<file path="src/core/sips_pkg.sv">
// constants and types for the sleep and idle power sequencer
package sips_pkg;

    // timing at the 200 MHz bus clock
    localparam int CLK_NS = 5;
    localparam int VREG_NS = 10_000;
    localparam int LOCK_NS = 20_000_000;
    localparam int CLOCK_FAIL_MONITOR_NS = 100_000;
    localparam int VREG_CYC = (VREG_NS + CLK_NS - 1) / CLK_NS;
    localparam int LOCK_CYC = (LOCK_NS + CLK_NS - 1) / CLK_NS;
    localparam int CLOCK_FAIL_MONITOR_CYC = (CLOCK_FAIL_MONITOR_NS + CLK_NS - 1) / CLK_NS;
    localparam int OST_PERIODS = 1024;
    localparam int CNT_W = 23;

    // register byte offsets
    localparam logic [7:0] ADDR_CTRL = 8'h00;
    localparam logic [7:0] ADDR_OSC = 8'h04;
    localparam logic [7:0] ADDR_STAT = 8'h08;
    localparam logic [7:0] ADDR_STATE = 8'h0C;

    // control fields
    localparam int CTRL_W = 4;
    localparam int CTRL_WDT = 0;
    localparam int CTRL_VREG = 1;
    localparam int CTRL_MON = 2;
    localparam int CTRL_SECONDARY_OSCILLATOR = 3;
    localparam logic [CTRL_W-1:0] CTRL_RST = 4'h2;

    // reset control register fields
    localparam int STAT_W = 4;
    localparam int STAT_SLEEP = 0;
    localparam int STAT_IDLE = 1;
    localparam int STAT_WATCHDOG_TIMEOUT_FLAG = 2;
    localparam int STAT_TRAP = 3;

    // clock source codes
    localparam int SRC_W = 3;
    localparam logic [SRC_W-1:0] SRC_FRC = 3'h0;
    localparam logic [SRC_W-1:0] SRC_FRCPLL = 3'h1;
    localparam logic [SRC_W-1:0] SRC_EC = 3'h2;
    localparam logic [SRC_W-1:0] SRC_ECPLL = 3'h3;
    localparam logic [SRC_W-1:0] SRC_XT = 3'h4;
    localparam logic [SRC_W-1:0] SRC_HS = 3'h5;
    localparam logic [SRC_W-1:0] SRC_XTPLL = 3'h6;
    localparam logic [SRC_W-1:0] SRC_SECONDARY_OSCILLATOR = 3'h7;

    // wake stage levels
    localparam logic [1:0] LVL_VREG = 2'h0;
    localparam logic [1:0] LVL_OST = 2'h1;
    localparam logic [1:0] LVL_LOCK = 2'h2;
    localparam logic [1:0] LVL_CLOCK_FAIL_MONITOR = 2'h3;

    typedef enum logic [7:0] {
        ST_RUN = 8'h01,
        ST_IDLE = 8'h02,
        ST_SLEEP = 8'h04,
        ST_VREG = 8'h08,
        ST_OST = 8'h10,
        ST_LOCK = 8'h20,
        ST_CLOCK_FAIL_MONITOR = 8'h40,
        ST_FIN = 8'h80
    } sips_state_t;

endpackage

</file>
<file path="src/core/sips_sequencer.sv">
// sleep and idle power sequencer with apb registers
// Operation
// sleep stops cpu, clock, system peripherals
// idle stops only the cpu
// wake on interrupt, watchdog or reset
// sleep turns on-chip oscillator off
// clock monitor off during sleep
// low power rc runs if watchdog on
// brownout detector stays on with regulator
// watchdog cleared before entering sleep
// change detect and external-clock peripherals run
// wake restarts clock source used at entry
// regulator delay when regulator enabled
// 1024 oscillator periods for crystal sources
// pll lock wait after start-up count
// no oscillator delay for running sources
// monitor delay for stopped crystal or pll; the code gives FRCPLL no monitor delay
// monitor supervises only after its delay
// unstable clock with monitor: trap, fast rc
// unstable clock without monitor: hold cpu
// software selects oscillator when unlocked
// wake sets sleep flag; power-on clears
// watchdog wake sets flags, resumes, no reset
// vector if priority above cpu; zero ignored
// coincident interrupt waits for mode entry
// wake stages run in order, then release
`timescale 1ns/1ps
`default_nettype none

module sips_sequencer
    import sips_pkg::*;
#(
    parameter int LOCK_CYCLES = LOCK_CYC,
    parameter int CLOCK_FAIL_MONITOR_CYCLES = CLOCK_FAIL_MONITOR_CYC
) (
    // clock and reset
    input wire logic pclk,
    input wire logic presetn,
    // apb slave
    input wire logic psel,
    input wire logic penable,
    input wire logic pwrite,
    input wire logic [7:0] paddr,
    input wire logic [31:0] pwdata,
    output logic [31:0] prdata,
    output logic pready,
    output logic pslverr,
    // cpu and interrupt side
    input wire logic power_save_instruction,
    input wire logic save_sleep_operand,
    input wire logic dev_reset_req,
    input wire logic irq_pending,
    input wire logic [2:0] irq_priority,
    input wire logic [2:0] cpu_priority,
    // oscillator, watchdog and strap inputs
    input wire logic wdt_timeout,
    input wire logic osc_stable,
    input wire logic osc_period_toggle,
    input wire logic cfg_locked,
    // power and clock controls
    output logic cpu_run,
    output logic sysclk_en,
    output logic periph_clk_en,
    output logic ext_periph_en,
    output logic low_power_rc_clock_en,
    output logic brownout_detector_en,
    output logic monitor_active,
    output logic wdt_clear,
    output logic [2:0] sysclk_sel,
    output logic clock_fail_trap,
    output logic cpu_vector
);

    sips_state_t state_q, state_d;
    logic [CNT_W-1:0] cnt_q;
    logic [CTRL_W-1:0] ctrl_q;
    logic [STAT_W-1:0] stat_q, stat_set, stat_clr;
    logic [SRC_W-1:0] saved_src_q;
    logic wake_vec_q;
    logic [1:0] wdt_sy_q, osc_sy_q, tck_sy_q, lock_sy_q;
    logic wdt_s3_q, tck_s3_q;
    logic wdt_ev, osc_tick, osc_ok, cfg_lock;
    logic irq_wake, cnt_zero, trap_now, wake_now, wr_en;
    logic wdt_on, mon_on, secondary_oscillator_kept, vec_now;

    // two-flop synchronisers for foreign inputs
    always_ff @(posedge pclk or negedge presetn) begin
        if (!presetn) begin
            wdt_sy_q <= 2'h0;
            osc_sy_q <= 2'h0;
            tck_sy_q <= 2'h0;
            lock_sy_q <= 2'h0;
            wdt_s3_q <= 1'b0;
            tck_s3_q <= 1'b0;
        end else begin
            wdt_sy_q <= {wdt_sy_q[0], wdt_timeout};
            osc_sy_q <= {osc_sy_q[0], osc_stable};
            tck_sy_q <= {tck_sy_q[0], osc_period_toggle};
            lock_sy_q <= {lock_sy_q[0], cfg_locked};
            wdt_s3_q <= wdt_sy_q[1];
            tck_s3_q <= tck_sy_q[1];
        end
    end

    assign wdt_ev = wdt_sy_q[1] & ~wdt_s3_q;
    assign osc_tick = tck_sy_q[1] ^ tck_s3_q;
    assign osc_ok = osc_sy_q[1];
    assign cfg_lock = lock_sy_q[1];
    assign wdt_on = ctrl_q[CTRL_WDT];
    assign mon_on = ctrl_q[CTRL_MON];
    assign secondary_oscillator_kept = (saved_src_q == SRC_SECONDARY_OSCILLATOR) && ctrl_q[CTRL_SECONDARY_OSCILLATOR];
    // priority zero cannot wake
    assign irq_wake = irq_pending && (irq_priority != 3'h0);
    assign cnt_zero = (cnt_q == '0);
    // vector only above cpu priority
    assign vec_now = irq_wake && !dev_reset_req && (irq_priority > cpu_priority);

    function automatic logic is_xtal(input logic [SRC_W-1:0] s);
        return (s == SRC_XT) || (s == SRC_HS) || (s == SRC_XTPLL) || (s == SRC_SECONDARY_OSCILLATOR);
    endfunction

    function automatic logic is_pll(input logic [SRC_W-1:0] s);
        return (s == SRC_FRCPLL) || (s == SRC_ECPLL) || (s == SRC_XTPLL);
    endfunction

    // next wake stage after the given level
    function automatic sips_state_t after_stage(input logic [1:0] lvl);
        sips_state_t r;
        r = ST_FIN;
        // monitor delay for stopped crystal or pll sources, but none for FRCPLL
        if (lvl < LVL_CLOCK_FAIL_MONITOR && mon_on && !secondary_oscillator_kept && saved_src_q != SRC_FRCPLL
            && (is_xtal(saved_src_q) || is_pll(saved_src_q)))
            r = ST_CLOCK_FAIL_MONITOR;
        // lock wait follows start-up count
        if (lvl < LVL_LOCK && is_pll(saved_src_q))
            r = ST_LOCK;
        // running or rc sources skip start-up
        if (lvl < LVL_OST && is_xtal(saved_src_q) && !secondary_oscillator_kept)
            r = ST_OST;
        return r;
    endfunction

    function automatic logic [CNT_W-1:0] stage_len(input sips_state_t s);
        logic [CNT_W-1:0] n;
        n = '0;
        if (s == ST_VREG)
            n = CNT_W'(VREG_CYC - 1);
        if (s == ST_OST)
            n = CNT_W'(OST_PERIODS - 1);
        if (s == ST_LOCK)
            n = CNT_W'(LOCK_CYCLES - 1);
        if (s == ST_CLOCK_FAIL_MONITOR)
            n = CNT_W'(CLOCK_FAIL_MONITOR_CYCLES - 1);
        return n;
    endfunction

    // stages in order, release after last
    always_comb begin
        state_d = state_q;
        if (dev_reset_req) begin
            state_d = ST_RUN;
        end else begin
            unique case (state_q)
                ST_RUN: begin
                    if (power_save_instruction)
                        state_d = save_sleep_operand ? ST_SLEEP : ST_IDLE;
                end
                // idle wake sources
                ST_IDLE: begin
                    if (irq_wake || wdt_ev)
                        state_d = ST_RUN;
                end
                // regulator delay only if enabled
                ST_SLEEP: begin
                    if (irq_wake || wdt_ev)
                        state_d = ctrl_q[CTRL_VREG] ? ST_VREG : after_stage(LVL_VREG);
                end
                ST_VREG: begin
                    if (cnt_zero)
                        state_d = after_stage(LVL_VREG);
                end
                // count oscillator periods
                ST_OST: begin
                    if (cnt_zero && osc_tick)
                        state_d = after_stage(LVL_OST);
                end
                ST_LOCK: begin
                    if (cnt_zero)
                        state_d = after_stage(LVL_LOCK);
                end
                ST_CLOCK_FAIL_MONITOR: begin
                    if (cnt_zero)
                        state_d = after_stage(LVL_CLOCK_FAIL_MONITOR);
                end
                // hold cpu until stable
                ST_FIN: begin
                    if (osc_ok || mon_on)
                        state_d = ST_RUN;
                end
                default: state_d = ST_RUN;
            endcase
        end
    end

    // unstable clock with monitor
    assign trap_now = (state_q == ST_FIN) && !osc_ok && mon_on && !dev_reset_req;
    assign wake_now = (state_q == ST_SLEEP || state_q == ST_IDLE) && state_d != state_q;

    always_ff @(posedge pclk or negedge presetn) begin
        if (!presetn)
            state_q <= ST_RUN;
        else
            state_q <= state_d;
    end

    // stage counter
    always_ff @(posedge pclk or negedge presetn) begin
        if (!presetn)
            cnt_q <= '0;
        else if (state_d != state_q)
            cnt_q <= stage_len(state_d);
        else if (!cnt_zero && (state_q != ST_OST || osc_tick))
            cnt_q <= cnt_q - CNT_W'(1);
    end

    // wake cause for vectoring
    always_ff @(posedge pclk or negedge presetn) begin
        if (!presetn)
            wake_vec_q <= 1'b0;
        else if (wake_now)
            wake_vec_q <= vec_now;
    end

    // clock source selection
    always_ff @(posedge pclk or negedge presetn) begin
        if (!presetn) begin
            sysclk_sel <= SRC_FRC;
            saved_src_q <= SRC_FRC;
        end else if (trap_now) begin
            // fall back to fast rc
            sysclk_sel <= SRC_FRC;
        end else if (state_q == ST_RUN && state_d == ST_SLEEP) begin
            // remember source at entry
            saved_src_q <= sysclk_sel;
        end else if (state_q == ST_SLEEP && state_d != ST_SLEEP) begin
            // restart remembered source
            sysclk_sel <= saved_src_q;
        end else if (wr_en && paddr == ADDR_OSC && !cfg_lock
                     && (state_q == ST_RUN || state_q == ST_IDLE)) begin
            // unlocked selection write
            sysclk_sel <= pwdata[SRC_W-1:0];
        end
    end

    // power and clock outputs
    always_ff @(posedge pclk or negedge presetn) begin
        if (!presetn) begin
            cpu_run <= 1'b1;
            sysclk_en <= 1'b1;
            periph_clk_en <= 1'b1;
            ext_periph_en <= 1'b1;
            low_power_rc_clock_en <= 1'b0;
            brownout_detector_en <= 1'b1;
            monitor_active <= 1'b0;
            wdt_clear <= 1'b0;
            clock_fail_trap <= 1'b0;
            cpu_vector <= 1'b0;
        end else begin
            // cpu runs only in run state
            cpu_run <= (state_d == ST_RUN);
            // on-chip oscillator off in sleep
            sysclk_en <= (state_d != ST_SLEEP) || secondary_oscillator_kept;
            // idle keeps system peripherals
            periph_clk_en <= (state_d == ST_RUN) || (state_d == ST_IDLE);
            // pin-clocked logic always alive
            ext_periph_en <= 1'b1;
            // rc clock follows watchdog, and also runs in idle when the monitor is on
            low_power_rc_clock_en <= wdt_on || (mon_on && state_d == ST_IDLE);
            // detector follows regulator
            brownout_detector_en <= ctrl_q[CTRL_VREG];
            // monitor only after wake delays
            monitor_active <= mon_on && (state_d == ST_RUN || state_d == ST_IDLE);
            // watchdog cleared on entry
            wdt_clear <= wdt_on && (state_q == ST_RUN) && (state_d != ST_RUN);
            clock_fail_trap <= trap_now;
            // idle wakes and resumes on one edge, so use the live cause then
            cpu_vector <= (wake_now ? vec_now : wake_vec_q)
                          && state_q != ST_RUN && state_d == ST_RUN
                          && !trap_now && !dev_reset_req;
        end
    end

    // status flag sets and clears
    always_comb begin
        stat_set = '0;
        // sleep flag on any wake from sleep
        stat_set[STAT_SLEEP] = (state_q == ST_SLEEP) && wake_now;
        stat_set[STAT_IDLE] = (state_q == ST_IDLE) && wake_now;
        // watchdog wake sets flag, no reset
        stat_set[STAT_WATCHDOG_TIMEOUT_FLAG] = wdt_ev && wake_now;
        stat_set[STAT_TRAP] = trap_now;
        stat_clr = (wr_en && paddr == ADDR_STAT) ? pwdata[STAT_W-1:0] : '0;
    end

    always_ff @(posedge pclk or negedge presetn) begin
        if (!presetn)
            stat_q <= '0;
        else
            stat_q <= (stat_q & ~stat_clr) | stat_set;
    end

    // apb slave, zero wait states
    assign wr_en = psel && penable && pwrite && pready;

    function automatic logic is_mapped(input logic [7:0] a);
        return (a == ADDR_CTRL) || (a == ADDR_OSC) || (a == ADDR_STAT) || (a == ADDR_STATE);
    endfunction

    function automatic logic [31:0] rd_word(input logic [7:0] a);
        logic [31:0] w;
        w = 32'h0000_0000;
        if (a == ADDR_CTRL)
            w[CTRL_W-1:0] = ctrl_q;
        if (a == ADDR_OSC)
            w[SRC_W-1:0] = sysclk_sel;
        if (a == ADDR_STAT)
            w[STAT_W-1:0] = stat_q;
        if (a == ADDR_STATE)
            w = {23'h00_0000, osc_ok, state_q};
        return w;
    endfunction

    always_ff @(posedge pclk or negedge presetn) begin
        if (!presetn) begin
            pready <= 1'b0;
            pslverr <= 1'b0;
            prdata <= 32'h0000_0000;
        end else begin
            pready <= psel && !penable;
            pslverr <= psel && !penable && !is_mapped(paddr);
            prdata <= (psel && !penable && !pwrite) ? rd_word(paddr) : 32'h0000_0000;
        end
    end

    always_ff @(posedge pclk or negedge presetn) begin
        if (!presetn)
            ctrl_q <= CTRL_RST;
        else if (wr_en && paddr == ADDR_CTRL)
            ctrl_q <= pwdata[CTRL_W-1:0];
    end
endmodule

`default_nettype wire

</file>
<file path="config.mk">
export PLATFORM = sky130hd
export DESIGN_NAME = sips_sequencer
export DESIGN_NICKNAME = d
export VERILOG_FILES = /design/src/core/sips_pkg.sv /design/src/core/sips_sequencer.sv
export SDC_FILE = /design/constraint.sdc
export NUM_CORES = 1
export LEC_CHECK = 0
export ABC_AREA = 1
export BUFFER_PORTS_ARGS = -buffer_cell sky130_fd_sc_hd__buf_2
export CORE_ASPECT_RATIO = 1.4
export CORE_UTILIZATION = 54
export CTS_CLUSTER_DIAMETER = 40
export DETAILED_ROUTE_END_ITERATION = 16
export PLACE_DENSITY = 0.8
export SLEW_MARGIN = 0
export SYNTH_ARGS = -nofsm -noshare
export SYNTH_HDL_FRONTEND = slang
export SYNTH_SLANG_ARGS = --single-unit
</file>
<file path="constraint.sdc">
create_clock -name pclk -period 2.8 [get_ports pclk]
set_input_delay 0.56 -clock pclk [delete_from_list [all_inputs] [get_ports pclk]]
set_output_delay 0.56 -clock pclk [all_outputs]
set_load 0.01 [all_outputs]
</file>
==> reports/metrics.csv <==
metric;value;unit
status;finished clean;
pin_count;106;
dpl.hpwl;8480;um
hold_start;osc_period_toggle;
clkTransAtPathRegs;90;ps
cts_hold_buf;0;
placed_area;4830;um2
path_max_fanout;13;
ant_nets;0;
num_rows;38;
die-area;8610;um2
worst_slew_pin_slew;936;ps
fmax;0.376;GHz
drv_cap;0;
htree_levels;3;
gp_congestion;0.974;
setup_viol;0;
drive_above_1_share;0.201;
synth_ff_type;dfrtp_1;
via_count;4048;
p_per_area;724;nW/um2
async_flop_share;1.00;
post-route-min-period;2660;ps
dr.pass1.iters;5;
hp-class;primary input to register;
end_kind;register;
clkLatencyLatePin;360;ps
grt-ovfl-total;0;
synth.most_common_cell;nand2_1;
post-route-period-util;0.949;
synthCells;576;
antennaDiodeCount;0;
synth_edf_count;0;
route.detailed.drc;0;
synthToLayoutAreaGrowth;14.4;%
yosys-top-cells-area;dfrtp_1 (39%), nand2_1 (13%), nand3_1 (6.1%);
hold_viol_final;0;
clockBufferDepth;2;
die_h;109;um
syn_area;4450;um2
crit_path_frequent_cell;nand2_1;
ys_seq_area_frac;0.429;
grt_max_degree;77;
ys_seq_elements;76;
reg2reg_to;cnt_q[4];
fin_util;0.648;
post_drt_wl_per_cell;14.6;um
avgSynthCellArea;7.72;um2
cp_slowest_cell;dfrtp_1;
fp.coreArea;7850;um2
hold_end;tck_sy_q[0];
via_per_inst;5.34;
holdPathStages;1;
slew_violations;0;
cts_tree;yes;
crit_path_max_incr_delay;390;ps
critPathTopFamily;simple AND/OR/NAND/NOR gates;
synth_common_cells;nand2_1 (149), dfrtp_1 (70), inv_1 (63), nor2_1 (57), nand3_1 (54);
numClockSinks;76;
yosys.area.top_type;dfrtp_1;
critPathBufInv;2;
die_x;78.7;um
root_buffer;clkbuf_8;
path_cells;inv_1, ha_2, nand2_2, nor2_8, nand3_4, nand2_2, nand3_1, nand4_1, nand2_1, nand2_1, nand3_2, nor2_8, nand2_8, inv_2, o21ai_0, nand2_1, nand2_1;
portBuffers;53;
critPathArrivalTime;2920;ps
rrSetupSlack;140;ps
routed_wl;11000;um
dr.first_iter.drc_count;196;
place_ws;83.8;ps
grt_pass1_wl;17700;um
reg2regPathDepth;17;
grt_pass1_vias;3898;
synth.top_cell.area_share;0.394;
cts_buffers;9;
antenna_found_initial;0;
nets;716;
crit_type;register to register;
fin_worst_skew;12.3;ps
ir_worst_vdd;0.564;mV
hold_ws;307;ps
power;3680;uW
p_leak;0.00274;uW
startpoint_type;register;
yosysWarnings;0;
r2r-start;cnt_q[0];
slew_headroom;0.376;
synth_cell_types;41;
start_util;0.567;
critPathRequiredTime;3060;ps
grt_usage;0.272;
finalInstanceArea;5090;um2
fin_ws;143;ps
## cell usage in the layout (no fill, tap or decap), drive strengths merged
cell and instances:
nand2 153, buf 74, inv 71, dfrtp 70
nor2 67, nand3 59, o21ai 34, conb 24
nor3 17, xor2 15, nand4 13, clkbuf 9
a21oi 8, dfstp 6, nor4 5, xnor2 4
a221oi 4, clkinvlp 4, ha 4, a2111oi 3
clkinv 3, o31ai 2, nand3b 2, a31oi 2
o211ai 2, a211oi 1, o311ai 1, mux2 1
## layer usage
metal  routed length [um]  GRT usage  vias up
met5                    0          0        -
met4                  446      0.153        0
met2                 5980      0.506      127
met3                  420     0.0473       37
li1                     -          -     1977
met1                 4180      0.286     1907
## area by class of cell
cell class / count / area (um2)
fill: 725 / 2760
multi-input combinational: 421 / 2160
sequential: 76 / 1910
timing repair buffer: 74 / 438
inverter: 71 / 268
tap: 100 / 125
clock buffer: 9 / 124
clock inverter: 7 / 58.8
## timing repair
item / in CTS / in global routing
gates resized for setup: 0 / 10
setup buffers: 0 / 5
endpoints found under the setup margin: 0 / 23
## sequential cells by signal, summed over array words and instances (netlist names), 2 cells and up
name         cells
cnt_q           23
lock_sy_q        2
state_q          8
tck_sy_q         2
ctrl_q           4
saved_src_q      3
stat_q           4
wdt_sy_q         2
prdata           9
sysclk_sel       3
osc_sy_q         2
## worst max-delay path by stage
stage	cells past startpoint	endpoint	slack [ps]	start
after floorplan	15	cnt_q[0]	490	irq_priority[1]
after global placement	16	cnt_q[0]	170	irq_priority[1]
after detailed placement	16	cnt_q[0]	80	irq_priority[1]
after CTS	17	cnt_q[0]	70	cnt_q[0]
after global routing	17	cnt_q[4]	-20	cnt_q[0]
final	17	cnt_q[4]	140	cnt_q[0]
## through the flow
step	TNS [ps]	cells
2_1_floorplan	0	598
3_3_place_gp	0	737
3_5_place_dp	0	737
4_1_cts	0	753
5_1_grt	-30.2	758
6_report	0	758
## kinds of logic after synthesis
group,share of synthesized area
compound gates,0.0774
mux,0.00253
buf+inv,0.111
other cells,0.00169
flops,0.429
xor+xnor,0.0374
simple gates,0.330
fa+ha+maj,0.0113
## report_power, final
part | leakage [uW] | internal [uW] | switching (uW) | total [uW]
sequential | 0.000977 | 1290 | 187 | 1480
combinational | 0.00168 | 535 | 892 | 1430
clock | 0.0000804 | 333 | 444 | 777
(Power assumes the default switching activity.)
